**config.mk**
```make
export PLATFORM = sky130hd
export DESIGN_NAME = charger_fault_flag_mask_bank
export DESIGN_NICKNAME = d
export VERILOG_FILES = /design/src/inc/fault_flag_pkg.sv /design/src/charger_fault_flag_mask_bank.sv
export SDC_FILE = /design/constraint.sdc
export NUM_CORES = 1
export LEC_CHECK = 0
export BUFFER_PORTS_ARGS = -buffer_cell sky130_fd_sc_hd__clkbuf_2
export CAP_MARGIN = 20
export CELL_PAD_IN_SITES_DETAIL_PLACEMENT = 1
export CELL_PAD_IN_SITES_GLOBAL_PLACEMENT = 1
export CORE_MARGIN = 1.5
export CORE_UTILIZATION = 45
export DETAILED_ROUTE_END_ITERATION = 8
export PLACE_DENSITY = 0.71
export SLEW_MARGIN = 40
export SYNTH_ARGS = -nofsm -noshare
export SYNTH_HDL_FRONTEND = slang
export SYNTH_SLANG_ARGS = --single-unit
export TNS_END_PERCENT = 50
```
**constraint.sdc**
```tcl
create_clock -name clk -period 10.2 [get_ports clk]
set_input_delay 1.53 -clock clk [delete_from_list [all_inputs] [get_ports clk]]
set_output_delay 1.53 -clock clk [all_outputs]
set_load 0.05 [all_outputs]
```
**src/inc/fault_flag_pkg.sv**
```systemverilog
package fault_flag_pkg;
   // Register offsets on the serial control bus
   localparam logic [7:0] FAULT_FLAGS_LOW_OFS       = 8'h26;
   localparam logic [7:0] FAULT_FLAGS_HIGH_OFS      = 8'h27;
   localparam logic [7:0] STATUS_INTERRUPT_MASK_OFS = 8'h28;
   // Reset values
   localparam logic [7:0] FAULT_FLAGS_LOW_RST       = 8'h00;
   localparam logic [7:0] FAULT_FLAGS_HIGH_RST      = 8'h00;
   localparam logic [7:0] STATUS_INTERRUPT_MASK_RST = 8'h00;
   // Low fault flag bit positions
   localparam int BATT_CURRENT_LOOP_BIT        = 7;
   localparam int BUS_INPUT_OVERVOLTAGE_BIT    = 6;
   localparam int BATTERY_OVERVOLTAGE_BIT      = 5;
   localparam int INPUT_OVERCURRENT_BIT        = 4;
   localparam int DISCHARGE_OVERCURRENT_BIT    = 3;
   localparam int CONVERTER_OVERCURRENT_BIT    = 2;
   localparam int SECOND_INPUT_OVERVOLTAGE_BIT = 1;
   localparam int FIRST_INPUT_OVERVOLTAGE_BIT  = 0;
   // High fault flag bit positions
   localparam int SYSTEM_SHORT_BIT              = 7;
   localparam int SYSTEM_OVERVOLTAGE_BIT        = 6;
   localparam int REVERSE_OUT_OVERVOLTAGE_BIT   = 5;
   localparam int REVERSE_OUT_UNDERVOLTAGE_BIT  = 4;
   localparam int DIE_OVERTEMP_BIT              = 2;
   // Mask bit positions
   localparam int INPUT_CURRENT_LIMIT_IRQ_BIT   = 7;
   localparam int INPUT_VOLTAGE_LIMIT_IRQ_BIT   = 6;
   localparam int BUS_WATCHDOG_IRQ_BIT          = 5;
   localparam int WEAK_SOURCE_IRQ_BIT           = 4;
   localparam int POWER_GOOD_IRQ_BIT            = 3;
   localparam int SECOND_INPUT_PRESENCE_IRQ_BIT = 2;
   localparam int FIRST_INPUT_PRESENCE_IRQ_BIT  = 1;
   localparam int BUS_PRESENCE_IRQ_BIT          = 0;
   // Implemented bits and bits that fire on either edge
   localparam logic [7:0] FLAGS_LOW_VALID   = 8'hFF;
   localparam logic [7:0] FLAGS_LOW_ANY     = 8'h80;
   localparam logic [7:0] FLAGS_HIGH_VALID  = 8'hF4;
   localparam logic [7:0] FLAGS_HIGH_ANY    = 8'h00;
   localparam logic [7:0] STATUS_ANY        = 8'h0F;
   // Default serial bus target address
   localparam logic [6:0] TARGET_ADDR_DFLT  = 7'h55;
endpackage

```
**src/charger_fault_flag_mask_bank.sv**
```systemverilog
// Notes on behaviour
// (RULE1) Low flag bit 7 sets on entering or leaving battery current loop.
// (RULE2) Bus, second and first input over-voltage flag low bits 6, 1, 0.
// (RULE3) Low flag bit 5 sets on entering battery over-voltage.
// (RULE4) Low flag bit 4 sets on entering input bus over-current.
// (RULE5) Low flag bit 3 sets on entering discharge over-current.
// (RULE6) Low flag bit 2 sets on entering converter switch over-current.
// (RULE7) High flag bit 7 sets when switching halts on system short.
// (RULE8) High flag bit 6 sets when switching halts on system over-voltage.
// (RULE9) High flag bit 5 sets when reverse output stops on bus over-voltage.
// (RULE10) High flag bit 4 sets when reverse output halts on bus undervoltage.
// (RULE11) High flag bit 2 sets on die over-temp rise; bits 3,1,0 read zero.
// (RULE12) Flag bits are read-only and clear at power-on reset.
// (RULE13) Mask bit 7 low lets current limit entry pulse the interrupt.
// (RULE14) Mask bit 6 high blocks voltage limit entry interrupt pulse.
// (RULE15) Mask bit 5 gates the watchdog expiry interrupt pulse.
// (RULE16) Mask bit 4 gates the weak source interrupt pulse.
// (RULE17) Mask bit 3 gates the power-good toggle interrupt pulse.
// (RULE18) Mask bits 2 and 1 gate second and first input presence changes.
// (RULE19) Mask clears on register reset command and at power-on.
// (RULE20) A flag clears once its register is read; later events set it again.
module charger_fault_flag_mask_bank
   import fault_flag_pkg::*;
#(
   parameter logic [6:0] TARGET_ADDR = TARGET_ADDR_DFLT
) (
   // Clock and reset
   input  wire logic clk,
   input  wire logic sys_rst,
   // Serial control bus, open drain
   input  wire logic scl,
   input  wire logic sdaIn,
   output logic      sdaOut,
   output logic      sdaOe,
   // Register reset command, one clk pulse
   input  wire logic regResetCmd,
   // Fault detector levels, asynchronous
   input  wire logic battCurrentLoopEvent,
   input  wire logic busInputOvervoltageEvent,
   input  wire logic batteryOvervoltageEvent,
   input  wire logic inputOvercurrentEvent,
   input  wire logic dischargeOvercurrentEvent,
   input  wire logic converterOvercurrentEvent,
   input  wire logic secondInputOvervoltageEvent,
   input  wire logic firstInputOvervoltageEvent,
   input  wire logic systemShortEvent,
   input  wire logic systemOvervoltageEvent,
   input  wire logic reverseOutOvervoltageEvent,
   input  wire logic reverseOutUndervoltageEvent,
   input  wire logic dieOvertempEvent,
   // Charger status levels, asynchronous
   input  wire logic inputCurrentLimit,
   input  wire logic inputVoltageLimit,
   input  wire logic busWatchdogExpired,
   input  wire logic weakSource,
   input  wire logic powerGood,
   input  wire logic secondInputPresent,
   input  wire logic firstInputPresent,
   input  wire logic busPresent,
   // Interrupt pulse toward the pin driver
   output logic      intPulse
);

   typedef enum logic [6:0] {
      ST_IDLE = 7'h01,
      ST_DEV  = 7'h02,
      ST_REG  = 7'h04,
      ST_WR   = 7'h08,
      ST_RD   = 7'h10,
      ST_ACK  = 7'h20,
      ST_MACK = 7'h40
   } bus_state_e;

   localparam int SYNC_W = 26;
   // Bus lines idle high; resetting their stages low would fake an edge
   localparam logic [SYNC_W-1:0] SYNC_RST = {2'b11, {(SYNC_W-2){1'b0}}};

   // Edge events; bits in anyMask fire on both edges, others on rise only
   function automatic logic [7:0] edgeEvents(input logic [7:0] cur,
                                             input logic [7:0] prev,
                                             input logic [7:0] anyMask);
      edgeEvents = ((cur ^ prev) & anyMask) | (cur & ~prev & ~anyMask);
   endfunction

   // Register read mux; reserved and unmapped bytes read zero
   function automatic logic [7:0] readReg(input logic [7:0] ofs,
                                          input logic [7:0] lo,
                                          input logic [7:0] hi,
                                          input logic [7:0] msk);
      if (ofs == FAULT_FLAGS_LOW_OFS) begin
         readReg = lo;
      end else if (ofs == FAULT_FLAGS_HIGH_OFS) begin
         readReg = hi & FLAGS_HIGH_VALID; // see (RULE11)
      end else if (ofs == STATUS_INTERRUPT_MASK_OFS) begin
         readReg = msk;
      end else begin
         readReg = 8'h00;
      end
   endfunction

   logic [7:0]        faultRawLo;
   logic [7:0]        faultRawHi;
   logic [7:0]        statusRaw;
   logic [SYNC_W-1:0] asyncIn;
   logic [SYNC_W-1:0] sync1_q;
   logic [SYNC_W-1:0] sync2_q;
   logic [SYNC_W-1:0] prev_q;

   // Input vectors in register bit order
   assign faultRawLo = {battCurrentLoopEvent, busInputOvervoltageEvent,
                        batteryOvervoltageEvent, inputOvercurrentEvent,
                        dischargeOvercurrentEvent, converterOvercurrentEvent,
                        secondInputOvervoltageEvent,
                        firstInputOvervoltageEvent};
   assign faultRawHi = {systemShortEvent, systemOvervoltageEvent,
                        reverseOutOvervoltageEvent,
                        reverseOutUndervoltageEvent, 1'b0, dieOvertempEvent,
                        2'b00};
   assign statusRaw  = {inputCurrentLimit, inputVoltageLimit,
                        busWatchdogExpired, weakSource, powerGood,
                        secondInputPresent, firstInputPresent, busPresent};
   assign asyncIn    = {scl, sdaIn, statusRaw, faultRawHi, faultRawLo};

   // Two-flop synchronisers, third stage only for edge finding
   always_ff @(posedge clk or posedge sys_rst) begin
      if (sys_rst) begin
         sync1_q <= SYNC_RST;
         sync2_q <= SYNC_RST;
         prev_q  <= SYNC_RST;
      end else begin
         sync1_q <= asyncIn;
         sync2_q <= sync1_q;
         prev_q  <= sync2_q;
      end
   end

   logic       sclS;
   logic       sdaS;
   logic       sclRise;
   logic       sclFall;
   logic       startCond;
   logic       stopCond;
   logic [7:0] setLo;
   logic [7:0] setHi;
   logic [7:0] statusEvt;

   // Bus conditions and detector events from synchronised levels
   assign sclS      = sync2_q[25];
   assign sdaS      = sync2_q[24];
   assign sclRise   = sclS & ~prev_q[25];
   assign sclFall   = ~sclS & prev_q[25];
   assign startCond = sclS & prev_q[25] & ~sdaS & prev_q[24];
   assign stopCond  = sclS & prev_q[25] & sdaS & ~prev_q[24];
   // see (RULE1) (RULE2) (RULE3) (RULE4) (RULE5) (RULE6)
   assign setLo     = edgeEvents(sync2_q[7:0], prev_q[7:0], FLAGS_LOW_ANY)
                      & FLAGS_LOW_VALID;
   // see (RULE7) (RULE8) (RULE9) (RULE10) (RULE11)
   assign setHi     = edgeEvents(sync2_q[15:8], prev_q[15:8], FLAGS_HIGH_ANY)
                      & FLAGS_HIGH_VALID;
   assign statusEvt = edgeEvents(sync2_q[23:16], prev_q[23:16], STATUS_ANY);

   bus_state_e state_q, state_d;
   bus_state_e ackTo_q, ackTo_d;
   logic [3:0] bitCnt_q, bitCnt_d;
   logic [7:0] shift_q, shift_d;
   logic [7:0] ptr_q, ptr_d;
   logic       oe_q, oe_d;
   logic [7:0] flagLo_q, flagLo_d;
   logic [7:0] flagHi_q, flagHi_d;
   logic [7:0] mask_q, mask_d;
   logic       intPulse_q, intPulse_d;
   logic [7:0] rdByte;
   logic       clrLo;
   logic       clrHi;
   logic       wrMask;

   // Bus engine: shifts on scl rise, drives sda only after scl falls
   always_comb begin
      state_d  = state_q;
      ackTo_d  = ackTo_q;
      bitCnt_d = bitCnt_q;
      shift_d  = shift_q;
      ptr_d    = ptr_q;
      oe_d     = oe_q;
      clrLo    = 1'b0;
      clrHi    = 1'b0;
      wrMask   = 1'b0;
      rdByte   = readReg(ptr_q, flagLo_q, flagHi_q, mask_q);
      if (startCond) begin
         state_d  = ST_DEV;
         bitCnt_d = 4'h0;
         oe_d     = 1'b0;
      end else if (stopCond) begin
         state_d = ST_IDLE;
         oe_d    = 1'b0;
      end else if (sclRise) begin
         case (state_q)
            ST_DEV, ST_REG, ST_WR: begin
               shift_d  = {shift_q[6:0], sdaS};
               bitCnt_d = bitCnt_q + 4'h1;
            end
            ST_MACK: begin
               // Controller not-acknowledge ends the read burst
               state_d = sdaS ? ST_IDLE : ST_ACK;
               ackTo_d = ST_RD;
            end
            default: begin
               state_d = state_q;
            end
         endcase
      end else if (sclFall) begin
         case (state_q)
            ST_DEV: begin
               if (bitCnt_q == 4'h8) begin
                  if (shift_q[7:1] == TARGET_ADDR) begin
                     oe_d    = 1'b1;
                     state_d = ST_ACK;
                     ackTo_d = shift_q[0] ? ST_RD : ST_REG;
                  end else begin
                     state_d = ST_IDLE;
                  end
               end
            end
            ST_REG: begin
               if (bitCnt_q == 4'h8) begin
                  ptr_d   = shift_q;
                  oe_d    = 1'b1;
                  state_d = ST_ACK;
                  ackTo_d = ST_WR;
               end
            end
            ST_WR: begin
               if (bitCnt_q == 4'h8) begin
                  // Flag registers ignore writes, see (RULE12)
                  wrMask  = (ptr_q == STATUS_INTERRUPT_MASK_OFS);
                  ptr_d   = ptr_q + 8'h01;
                  oe_d    = 1'b1;
                  state_d = ST_ACK;
                  ackTo_d = ST_WR;
               end
            end
            ST_ACK: begin
               bitCnt_d = 4'h0;
               oe_d     = 1'b0;
               state_d  = ackTo_q;
               if (ackTo_q == ST_RD) begin
                  shift_d  = rdByte;
                  oe_d     = ~rdByte[7];
                  bitCnt_d = 4'h1;
                  ptr_d    = ptr_q + 8'h01;
                  clrLo    = (ptr_q == FAULT_FLAGS_LOW_OFS); // see (RULE20)
                  clrHi    = (ptr_q == FAULT_FLAGS_HIGH_OFS); // see (RULE20)
               end
            end
            ST_RD: begin
               if (bitCnt_q == 4'h8) begin
                  oe_d    = 1'b0;
                  state_d = ST_MACK;
               end else begin
                  oe_d     = ~shift_q[3'h7 - bitCnt_q[2:0]];
                  bitCnt_d = bitCnt_q + 4'h1;
               end
            end
            default: begin
               state_d = state_q;
            end
         endcase
      end
   end

   // Flags: capture on read, then clear; a new event wins over the clear
   always_comb begin
      flagLo_d = (flagLo_q & ~{8{clrLo}}) | setLo; // see (RULE20)
      flagHi_d = (flagHi_q & ~{8{clrHi}}) | setHi; // see (RULE20)
      mask_d   = mask_q;
      if (regResetCmd) begin
         mask_d = STATUS_INTERRUPT_MASK_RST; // see (RULE19)
      end else if (wrMask) begin
         mask_d = shift_q;
      end
      // Mask bit high suppresses that status event
      // see (RULE13) (RULE14) (RULE15) (RULE16) (RULE17) (RULE18)
      intPulse_d = |(statusEvt & ~mask_q);
   end

   // State registers
   always_ff @(posedge clk or posedge sys_rst) begin
      if (sys_rst) begin
         state_q    <= ST_IDLE;
         ackTo_q    <= ST_IDLE;
         bitCnt_q   <= 4'h0;
         shift_q    <= 8'h00;
         ptr_q      <= 8'h00;
         oe_q       <= 1'b0;
         flagLo_q   <= FAULT_FLAGS_LOW_RST; // see (RULE12)
         flagHi_q   <= FAULT_FLAGS_HIGH_RST; // see (RULE12)
         mask_q     <= STATUS_INTERRUPT_MASK_RST; // see (RULE19)
         intPulse_q <= 1'b0;
      end else begin
         state_q    <= state_d;
         ackTo_q    <= ackTo_d;
         bitCnt_q   <= bitCnt_d;
         shift_q    <= shift_d;
         ptr_q      <= ptr_d;
         oe_q       <= oe_d;
         flagLo_q   <= flagLo_d;
         flagHi_q   <= flagHi_d;
         mask_q     <= mask_d;
         intPulse_q <= intPulse_d;
      end
   end

   // Open drain: the data level is always low, only the enable moves
   assign sdaOut   = 1'b0;
   assign sdaOe    = oe_q;
   assign intPulse = intPulse_q;

endmodule

```
==> summary.txt, run 1 <==
Outcome = completed
Post-Syn Nets = 469
Kind of critical path = reg2reg
CTS H-tree lvls = 4
Final setup viols = 0
Reg area = 0.00309 sq mm
CTS tree = yes
Wl on met1 = 5.10 mm
All-Layer GR Usage = 0.224
Grt ovf = 0
WP data required = 10.49 ns
Detailed Routing Iterations Pass 1 = 4
Area grow syn2layout = 17.6%
Worst hold path depth = 0
First-pass GRT wire length = 19.8 mm
Synth warn = 0
Most frequently used cell type in the post-synthesis netlist = dfrtp_1
Worst slew pin tran = 0.785 ns
Worst clock skew = 0.00767 ns
Hold_buf cts = 0
Detailed-route DRC error count = 0
Leakage power total = 2.71 nW
Fin crit share = 0.285
Critical path's slowest cell = or4b_2
Crit. End Element = register
FF-to-FF setup slack = 7.30 ns
Most common library cells after synthesis = dfrtp_1 (115), nand2_1 (34), inv_1 (26)
Max clock buf depth = 2
Area of the multi-input gates = 0.00186 sq mm
HP Class = reg2reg
Reg2reg start = sync2_q[25]$_DFF_PP1_
Detail Placement HPWL = 7.80 mm
Fin Setup TNS = 0 ns
Fraction of layout instances using a drive strength above 1 = 0.193
Insertion delay of the later-clocked pin in the worst-skew pair = 0.41 ns
Mapped Avg Cell Area = 11.8 sq um
Worst Hold Launch = sync1_q[18]$_DFF_PP0_
Startpoint Class = register
Vias in the first global route = 3879
Die H = 110 microns
CTS root buf = clkbuf_16
Worst flop-to-flop path endpoint = ackTo_q[3]$_DFFE_PP0P_
Register area share after synthesis = 0.602
Die area = 0.0120 sq mm
Cell Area, Synth = 0.00513 sq mm
# Post-CTS Setup Buffers = 0
Total Wirelength = 11.8 mm
Post-synth top flop = dfrtp_1
DP Area = 0.00538 sq mm
Crit path depth = 7
Critical path's top delay family = compound AO/OA/AOI/OAI gates
Ys async rst share = 1.00
Minimum clock period = 2.90 ns
Post-route cell area = 0.00603 sq mm
ANT cells = 0
Avg WL per Cell = 19.2 microns
Chip width = 110 microns
Top sig layer = met4
Sink Count = 123
DR WL met3 = 462 microns
Yosys reg bits = 123
CTS resizes = 0
Initial Util = 0.467
Core area = 0.0110 sq mm
Pwr dens = 212 mW/mm^2
Initial antenna violation count = 0
Synth top area share = 0.561
RSZ-0062 raised after global routing = no
Met2 routed WL = 5.97 mm
Final Net Count = 498
VDD IR-drop max = 0.000160 V
TritonCTS Buffers = 17
Vias per cell = 5.68
Max cap viols = 0
R2r worst-path depth = 7
Unique cell type count in the Yosys netlist = 69
CP cell instances = inv_1 > ha_1 > or4b_2 > o22a_1 > a211oi_1 > o21ai_0 > mux2_2
Rel. slew slack = 0.473
Row Count = 38
Starting DRC count in detailed routing = 148
Buf+Inv Stages, Crit Path = 1
PortBufs = 27
CP peak stage delay = 0.63 ns
Synth area leader = dfrtp_1
EDFF count, synth = 0
Pin count of the biggest net entering global routing = 78
Worst-path clk slew = 0.06 ns
Slew Limit Fails = 0
Mapped Cells = 435
Crit path DAT = 3.19 ns
Hold Violations, Final = 0
End point of the worst hold path = sync2_q[18]$_DFF_PP0_
Via count = 3505
DRT antenna net count = 0
Critical path peak fanout = 5
Routability congestion estimate = 0.867
Fmax = 344 MHz
I/O pin count = 29
Filler instances = 1156
Largest cells by area after synthesis = dfrtp_1 (56%), dfstp_2 (4.1%), mux2i_1 (3.5%), nand2_1 (2.5%), o21ai_0 (2.1%)
-- layer usage --
layer,vias up,GRT usage
met4,0,0.115
met5,-,0
met1,1787,0.274
met3,25,0.0510
met2,94,0.371
li1,1599,-
-- worst reg2reg max path: cells and delay by family, from the launching register on --
kind | cells | cell delay (ns)
simple gates | 1 | 0.63
compound gates | 3 | 0.80
fa+ha+maj | 1 | 0.40
mux | 1 | 0.34
buf+inv | 1 | 0.05
flops | 1 | 0.56
-- registers in the layout (all words and copies together), names as in the netlist --
register  count
ackTo_q       4
bitCnt_q      4
flagHi_q      5
flagLo_q      8
intPulse      1
mask_q        8
prev_q       23
ptr_q         8
sdaOe         1
shift_q       8
state_q       7
sync1_q      23
sync2_q      23
-- cell families (layout without fill, tap and decap cells) --
| family | after synthesis | after routing | synth area share |
|---|---|---|---|
| flip-flops | 123 | 123 | 0.602 |
| XOR/XNOR | 9 | 9 | 0.0154 |
| adder cells (fa/ha/maj) | 8 | 8 | 0.0195 |
| AND/OR/NAND/NOR | 123 | 123 | 0.129 |
| buffers and inverters | 45 | 87 | 0.0349 |
| multiplexers | 31 | 31 | 0.0681 |
| AO/OA/AOI/OAI | 95 | 95 | 0.130 |
| other | 1 | 1 | 0.000732 |
-- how the worst max path moves through the flow --
stage,startpoint,end,slack [ns]
global route,ptr_q[4]$_DFFE_PP0P_,mask_q[7]$_DFFE_PP0P_,7.14
floorplan,sys_rst,ackTo_q[2]$_DFFE_PP0P_,5.41
global placement,sys_rst,state_q[5]$_DFFE_PP0P_,7.17
finish,sync2_q[25]$_DFF_PP1_,ackTo_q[3]$_DFFE_PP0P_,7.30
detailed placement,ptr_q[4]$_DFFE_PP0P_,mask_q[5]$_DFFE_PP0P_,7.33
CTS,sync2_q[25]$_DFF_PP1_,ackTo_q[3]$_DFFE_PP0P_,7.34
-- placed cells by master (no fill, tap or decap), types with 3 or more instances in the layout --
cell type,synthesis,final
nor2b_1,4,4
and3_1,7,7
nand4_1,4,4
inv_6,0,3
ha_1,8,8
a2bb2oi_1,6,6
dfrtp_1,115,115
mux2_2,8,8
nand2_1,34,34
inv_1,26,25
nand2b_1,5,5
o31ai_1,7,7
nand3_1,8,8
a22o_1,3,3
a221oi_1,7,7
xnor2_1,7,7
o21ai_0,22,22
mux2i_1,18,18
nor4_1,4,4
o22ai_1,5,5
a211oi_1,4,4
or3_1,4,4
clkbuf_2,0,27
dfstp_2,8,8
nor3_1,8,8
a21oi_1,14,14
mux2_1,3,3
clkbuf_16,0,17
a31oi_1,3,3
bufinv_16,0,4
clkbuf_8,0,3
nor2_1,25,25
-- layout make-up --
cell class	instances	share of cell area
Clock buffer	20	0.0774
Clock inverter	12	0.0305
Inverter	26	0.0166
Multi-Input combinational cell	267	0.308
Sequential cell	123	0.512
Tap cell	140	0.0291
Timing Repair Buffer	29	0.0255
-- per-stage QoR --
stage,worst slack (ns),utilization,hold slack [ns],power [W],cells
after floorplan,5.41,-,0.331,0.000607,435
after global placement,7.17,0.489,0.332,0.000629,585
after detailed placement,7.33,0.490,0.336,0.000634,585
after global routing,7.14,0.549,0.353,0.00133,617
final,7.30,0.549,0.347,0.00128,617
after CTS,7.34,0.549,0.349,0.00129,617
-- report_power, final --
part | internal, W | switching, W
combinational | 0.0000328 | 0.0000556
sequential | 0.000515 | 0.0000226
clock | 0.000431 | 0.000222
total | 0.000979 | 0.000301
Power figures use the tool's default switching activity.
==> inputs of run 2 (changes only) <==
--- a/config.mk
+++ b/config.mk
@@ -5,14 +5,15 @@
 export SDC_FILE = /design/constraint.sdc
 export NUM_CORES = 1
 export LEC_CHECK = 0
+export ABC_AREA = 1
 export BUFFER_PORTS_ARGS = -buffer_cell sky130_fd_sc_hd__clkbuf_2
 export CAP_MARGIN = 20
 export CELL_PAD_IN_SITES_DETAIL_PLACEMENT = 1
 export CELL_PAD_IN_SITES_GLOBAL_PLACEMENT = 1
 export CORE_MARGIN = 1.5
-export CORE_UTILIZATION = 45
+export CORE_UTILIZATION = 42
 export DETAILED_ROUTE_END_ITERATION = 8
-export PLACE_DENSITY = 0.71
+export PLACE_DENSITY = 0.73
 export SLEW_MARGIN = 40
 export SYNTH_ARGS = -nofsm -noshare
 export SYNTH_HDL_FRONTEND = slang
==> constraint.sdc (replaced) <==
create_clock -name clk -period 2.5 [get_ports clk]
set_input_delay 0.375 -clock clk [delete_from_list [all_inputs] [get_ports clk]]
set_output_delay 0.375 -clock clk [all_outputs]
set_load 0.05 [all_outputs]
==> summary.txt, run 2 <==
Outcome = completed (unchanged)
Core area = 0.0131 sq mm (was 0.0110 sq mm)
All-Layer GR Usage = 0.214 (was 0.224)
Die H = 119 microns (was 110 microns)
Slew Limit Fails = 0 (unchanged)
DRT antenna net count = 0 (unchanged)
Max cap viols = 0 (unchanged)
ANT cells = 0 (unchanged)
HP Class = in2reg (was reg2reg)
Post-synth top flop = dfrtp_1 (unchanged)
Worst slew pin tran = 0.625 ns (was 0.785 ns)
Fin crit share = 0.862 (was 0.285)
CTS H-tree lvls = 4 (unchanged)
Combinational share of power = 0.222 (was 0.069)
Detailed Routing Iterations Pass 1 = 5 (was 4)
Most common library cells after synthesis = nand2_1 (158), dfrtp_1 (115), inv_1 (75) (was dfrtp_1 (115), nand2_1 (34), inv_1 (26))
Max clock buf depth = 2 (unchanged)
Most common cell after layout, fill and taps aside = nand2_1 (was dfrtp_1)
Finished Core Util = 0.496 (was 0.549)
Sink Count = 123 (unchanged)
Worst clock skew = 0.00896 ns (was 0.00767 ns)
RSZ-0062 raised after global routing = no (unchanged)
Area grow syn2layout = 16.4% (was 17.6%)
I/O pin count = 29 (unchanged)
Kind of critical path = reg2reg (unchanged)
Unique cell type count in the Yosys netlist = 40 (was 69)
Reg power frac = 0.406 (was 0.420)
Minimum clock period = 2.16 ns (was 2.90 ns)
Leakage power total = 3.33 nW (was 2.71 nW)
Hold_buf cts = 0 (unchanged)
Insertion delay of the later-clocked pin in the worst-skew pair = 0.42 ns (was 0.41 ns)
Final Net Count = 699 (was 498)
Hold Violations, Final = 0 (unchanged)
Worst hold path depth = 1 (was 0)
Grt ovf = 0 (unchanged)
Die area = 0.0140 sq mm (was 0.0120 sq mm)
Vias per cell = 5.10 (was 5.68)
Startpoint Class = register (unchanged)
Pin count of the biggest net entering global routing = 124 (was 78)
VDD IR-drop max = 0.000616 V (was 0.000160 V)
Synth warn = 0 (unchanged)
First-pass GRT wire length = 23.4 mm (was 19.8 mm)
Rel. slew slack = 0.583 (was 0.473)
Fraction of layout instances using a drive strength above 1 = 0.176 (was 0.193)
EDFF count, synth = 0 (unchanged)
Chip width = 119 microns (was 110 microns)
Sw Pwr = 0.00218 W (was 0.000301 W)
Synth area leader = dfrtp_1 (unchanged)
Fin Setup TNS = 0 ns (unchanged)
Worst Hold Launch = sdaIn (was sync1_q[18]$_DFF_PP0_)
Row Count = 42 (was 38)
Pwr dens = 943 mW/mm^2 (was 212 mW/mm^2)
Most frequent cells in the layout = nand2_1 (158), dfrtp_1 (115), inv_1 (74), nand3_1 (66), nor2_1 (54) (was dfrtp_1 (115), nand2_1 (34), clkbuf_2 (27), inv_1 (25), nor2_1 (25))
# Post-CTS Setup Buffers = 0 (unchanged)
Mapped Cells = 622 (was 435)
WP data required = 2.85 ns (was 10.49 ns)
Filler instances = 1529 (was 1156)
Worst-path clk slew = 0.06 ns (about the same)
Via count = 4353 (was 3505)
Yosys reg bits = 123 (unchanged)
Crit. End Element = register (unchanged)
Fmax = 464 MHz (was 344 MHz)
Initial Util = 0.427 (was 0.467)
TritonCTS Buffers = 17 (unchanged)
Largest cells by area after synthesis = dfrtp_1 (51%), nand2_1 (11%), nand3_1 (5.9%), inv_1 (5.0%), dfstp_2 (3.8%) (was dfrtp_1 (56%), dfstp_2 (4.1%), mux2i_1 (3.5%), nand2_1 (2.5%), o21ai_0 (2.1%))
CTS resizes = 0 (unchanged)
Most frequently used cell type in the post-synthesis netlist = nand2_1 (was dfrtp_1)
Detailed-route DRC error count = 0 (unchanged)
Crit path DAT = 2.51 ns (was 3.19 ns)
Switching Fraction = 0.354 (was 0.235)
Post-Syn Nets = 656 (was 469)
Detail Placement HPWL = 9.96 mm (was 7.80 mm)
Start point of the critical path = sync2_q[25]$_DFF_PP1_ (unchanged)
Cell Area, Synth = 0.00560 sq mm (was 0.00513 sq mm)
Mapped Avg Cell Area = 9.01 sq um (was 11.8 sq um)
Starting DRC count in detailed routing = 240 (was 148)
Total Wirelength = 13.3 mm (was 11.8 mm)
CTS tree = yes (unchanged)
Clock power share = 0.372 (was 0.511)
Register area share after synthesis = 0.551 (was 0.602)
Top Registers = prev_q: 23 flops, sync1_q: 23 flops, sync2_q: 23 flops (unchanged)
Avg WL per Cell = 15.6 microns (was 19.2 microns)
Synth top area share = 0.514 (was 0.561)
Final setup viols = 0 (unchanged)
Routability congestion estimate = 0.858 (was 0.867)
CTS root buf = clkbuf_16 (unchanged)
Critical path peak fanout = 8 (was 5)
PortBufs = 27 (unchanged)
Initial antenna violation count = 0 (unchanged)
Ys async rst share = 1.00 (unchanged)
R2r worst-path depth = 9 (was 7)
Int Pwr = 0.00397 W (was 0.000979 W)
Vias in the first global route = 4664 (was 3879)
Reg2reg start = sync2_q[25]$_DFF_PP1_ (unchanged)
[run 2: worst max-delay path: stages, from the launching register on]
cell	delay, ns
dfstp_2	0.56
ha_1	0.21
nand2_1	0.07
nor2_1	0.23
nor2_2	0.09
nand2_1	0.24
nor3_1	0.08
nand3b_1	0.37
nand3_1	0.15
nand2_1	0.09
[run 2: stage by stage]
stage / hold slack (ns) / instances / setup slack (ns) / total power [W] / instance area (sq um)
finish: 0.0405 / 854 / 0.345 / 0.00615 / 6520
global route: 0.0190 / 854 / 0.193 / 0.00652 / 6520
global placement: 0.332 / 822 / 0.454 / 0.00384 / 5970
CTS: 0.0255 / 854 / 0.366 / 0.00620 / 6520
floorplan: 0.331 / 622 / 0.620 / 0.00351 / 5610
detailed placement: 0.336 / 822 / 0.387 / 0.00390 / 5970
[run 2: path summary, 6_finish.rpt]
check | endpoint | slack (ns)
worst max-delay path | mask_q[0]$_DFFE_PP0P_ | 0.34
worst min-delay path | sync1_q[24]$_DFF_PP1_ | 0.04
worst max register to register | mask_q[0]$_DFFE_PP0P_ | 0.34
worst min register to register | sync2_q[15]$_DFF_PP0_ | 0.35
max in group asynchronous | ackTo_q[3]$_DFFE_PP0P_ | 1.91
min in group asynchronous | sync1_q[21]$_DFF_PP0_ | 0.14
[run 2: kinds of logic (layout without fill, tap and decap cells)]
family | after synthesis | after routing | synth area share
compound gates | 46 | 46 | 0.0473
xor+xnor | 8 | 8 | 0.0125
fa+ha+maj | 8 | 8 | 0.0179
buf+inv | 91 | 147 | 0.0661
flops | 123 | 123 | 0.551
other cells | 1 | 1 | 0.000669
simple gates | 345 | 345 | 0.305
[run 2: power groups by stage]
stage | Combinational (W) | Clock, W | Sequential, W
global placement | 0.00133 | 0 | 0.00251
detailed placement | 0.00137 | 0 | 0.00253
CTS | 0.00137 | 0.00234 | 0.00249
finish | 0.00136 | 0.00229 | 0.00250
floorplan | 0.00105 | 0 | 0.00246
global route | 0.00156 | 0.00244 | 0.00253
[run 2: cell type report]
class | count | area, sq um | area share
timing repair buffer | 35 | 208 | 0.0318
inverter | 80 | 304 | 0.0466
clock inverter | 15 | 131 | 0.0201
clock buffer | 17 | 425 | 0.0652
multi-input combinational | 408 | 2150 | 0.329
sequential | 123 | 3090 | 0.473
tap | 176 | 220 | 0.0338
[run 2: routing by layer]
layer	track usage	part of all wire	vias to the layer above
met3	0.0492	0.041	23
met1	0.277	0.45	2156
li1	-	-	2080
met4	0.0798	0.020	0
met5	0	0	-
met2	0.351	0.49	94
==> inputs of run 3 (changes only) <==
--- a/config.mk
+++ b/config.mk
@@ -5,13 +5,12 @@
 export SDC_FILE = /design/constraint.sdc
 export NUM_CORES = 1
 export LEC_CHECK = 0
-export ABC_AREA = 1
 export BUFFER_PORTS_ARGS = -buffer_cell sky130_fd_sc_hd__clkbuf_2
 export CAP_MARGIN = 20
 export CELL_PAD_IN_SITES_DETAIL_PLACEMENT = 1
 export CELL_PAD_IN_SITES_GLOBAL_PLACEMENT = 1
 export CORE_MARGIN = 1.5
-export CORE_UTILIZATION = 42
+export CORE_UTILIZATION = 44
 export DETAILED_ROUTE_END_ITERATION = 8
 export PLACE_DENSITY = 0.73
 export SLEW_MARGIN = 40
==> summary.txt, run 3 (synthesis gave the netlist of run 1 again) <==
Outcome = completed (unchanged)
Final Net Count = 525 (was 699)
Critical path peak fanout = 8 (unchanged)
CTS tree = yes (unchanged)
Row Count = 39 (was 42)
Worst flop-to-flop path endpoint = shift_q[4]$_DFFE_PP0P_ (was mask_q[0]$_DFFE_PP0P_)
Avg WL per Cell = 19.8 microns (was 15.6 microns)
WP data required = 2.80 ns (was 2.85 ns)
Detailed-route DRC error count = 0 (unchanged)
# Post-CTS Setup Buffers = 0 (unchanged)
Via count = 3646 (was 4353)
Worst Hold Launch = scl (was sdaIn)
I/O pin count = 29 (unchanged)
Startpoint Class = register (unchanged)
Detail Placement HPWL = 8.26 mm (was 9.96 mm)
Minimum clock period = 2.40 ns (was 2.16 ns)
Crit. End Element = register (unchanged)
Hold Violations, Final = 0 (unchanged)
Leakage power total = 2.88 nW (was 3.33 nW)
Core area = 0.0114 sq mm (was 0.0131 sq mm)
Worst slew pin tran = 0.644 ns (was 0.625 ns)
Critical path's slowest cell = or4_1 (was dfstp_2)
Finished Core Util = 0.558 (was 0.496)
Area grow syn2layout = 23.7% (was 16.4%)
Sink Count = 123 (unchanged)
Vias per cell = 5.64 (was 5.10)
Slew Limit Fails = 0 (unchanged)
Die area = 0.0123 sq mm (was 0.0140 sq mm)
Kind of critical path = reg2reg (unchanged)
Fin crit share = 0.960 (was 0.862)
TritonCTS Buffers = 17 (unchanged)
Pwr dens = 858 mW/mm^2 (was 943 mW/mm^2)
Reg2reg start = state_q[1]$_DFFE_PP0P_ (was sync2_q[25]$_DFF_PP1_)
Top Registers = prev_q: 23 flops, sync1_q: 23 flops, sync2_q: 23 flops (unchanged)
Final setup viols = 0 (unchanged)
Most frequent cells in the layout = dfrtp_1 (115), nand2_1 (34), clkbuf_2 (27), buf_4 (26), nor2_1 (25) (was nand2_1 (158), dfrtp_1 (115), inv_1 (74), nand3_1 (66), nor2_1 (54))
Min Hold Slack = 0.0330 ns (was 0.0405 ns)
R2r worst-path depth = 6 (was 9)
Pin count of the biggest net entering global routing = 124 (unchanged)
Fmax = 417 MHz (was 464 MHz)
VDD IR-drop max = 0.000575 V (was 0.000616 V)
Initial antenna violation count = 0 (unchanged)
Chip width = 111 microns (was 119 microns)
Grt ovf = 0 (unchanged)
ANT cells = 0 (unchanged)
DRT antenna net count = 0 (unchanged)
Worst clock skew = 0.0135 ns (was 0.00896 ns)
Die H = 111 microns (was 119 microns)
Starting DRC count in detailed routing = 189 (was 240)
Fraction of layout instances using a drive strength above 1 = 0.242 (was 0.176)
Initial Util = 0.451 (was 0.427)
Detailed Routing Iterations Pass 1 = 5 (unchanged)
Rel. slew slack = 0.571 (was 0.583)
Total Wirelength = 12.8 mm (was 13.3 mm)
All-Layer GR Usage = 0.228 (was 0.214)
Vias in the first global route = 4005 (was 4664)
Worst-path clk slew = 0.06 ns (about the same)
Insertion delay of the later-clocked pin in the worst-skew pair = 0.42 ns (about the same)
First-pass GRT wire length = 21.3 mm (was 23.4 mm)
CP cell instances = or4_1 > nor3_4 > o21ai_2 > a211oi_4 > buf_12 > mux2_2 (was ha_1 > nand2_1 > nor2_1 > nor2_2 > nand2_1 > nor3_1 > nand3b_1 > nand3_1 > nand2_1)
Max cap viols = 0 (unchanged)
CTS H-tree lvls = 4 (unchanged)
CTS root buf = clkbuf_16 (unchanged)
HP Class = in2reg (unchanged)
Filler instances = 1184 (was 1529)
Most common cell after layout, fill and taps aside = dfrtp_1 (was nand2_1)
FF-to-FF setup slack = 0.10 ns (was 0.34 ns)
Worst hold path depth = 1 (unchanged)
End point of the worst hold path = sync1_q[25]$_DFF_PP1_ (was sync1_q[24]$_DFF_PP1_)
CP peak stage delay = 0.74 ns (was 0.56 ns)
RSZ-0062 raised after global routing = no (unchanged)
Routability congestion estimate = 0.855 (was 0.858)
Max clock buf depth = 2 (unchanged)
Hold_buf cts = 0 (unchanged)
PortBufs = 27 (unchanged)
Crit path DAT = 2.70 ns (was 2.51 ns)
-- run 3: worst max-delay path: cells and delay by family, from the launching register on --
family                 cells  cell delay (ns)
buffers and inverters      1             0.16
AO/OA/AOI/OAI              2             0.42
multiplexers               1             0.33
flip-flops                 1             0.37
AND/OR/NAND/NOR            2             1.00
-- run 3: final cells by class --
type                    instances  area [sq um]  share of cell area
clock inverters                10           211              0.0333
well taps                     143           179              0.0282
inverters                      26           101              0.0160
flip-flops and latches        123          3090               0.487
clock buffers                  22           464              0.0732
multi-input cells             267          1910               0.301
repair buffers                 56           390              0.0615
-- run 3: power by group --
group	total [W]	switching (W)	internal (W)
Combinational	0.000448	0.000274	0.000174
Sequential	0.00218	0.0000786	0.00210
Clock	0.00281	0.000886	0.00193
Total	0.00544	0.00124	0.00420
-- run 3: how the worst max path moves through the flow --
stage                           start  slack, ns  depth (start not counted)                     end
2_1_floorplan   sync2_q[25]$_DFF_PP1_      -0.09                          7  ackTo_q[2]$_DFFE_PP0P_
3_3_place_gp    sync2_q[25]$_DFF_PP1_      -0.03                          7  ackTo_q[3]$_DFFE_PP0P_
3_5_place_dp    sync2_q[25]$_DFF_PP1_      -0.09                          7  ackTo_q[2]$_DFFE_PP0P_
4_1_cts         sync2_q[25]$_DFF_PP1_       0.06                          7  state_q[3]$_DFFE_PP0P_
5_1_grt        state_q[1]$_DFFE_PP0P_       0.01                          6  shift_q[0]$_DFFE_PP0P_
6_report       state_q[1]$_DFFE_PP0P_       0.10                          6  shift_q[4]$_DFFE_PP0P_
-- run 3: stage by stage --
stage,total power [W],setup TNS (ns),area [sq um],cells,worst slack (ns)
2_1_floorplan,0.00248,-0.340,5130,435,-0.0918
3_3_place_gp,0.00262,-0.0649,5620,615,-0.0262
3_5_place_dp,0.00264,-0.336,5620,615,-0.0889
4_1_cts,0.00549,0,6320,647,0.0580
5_1_grt,0.00562,0,6340,647,0.0147
6_report,0.00544,0,6340,647,0.101
-- run 3: metal layers --
metal,part of all wire,GRT usage,vias to the layer above
li1,-,-,1667
met2,0.52,0.388,83
met4,0.023,0.109,0
met5,0,0,-
met3,0.034,0.0492,25
met1,0.42,0.276,1871
-- run 3: repair_timing --
| action | CTS | global route |
|---|---|---|
| pin swaps | 0 | 1 |
| gates resized for setup | 5 | 5 |
| endpoints found under the setup margin | 7 | 7 |
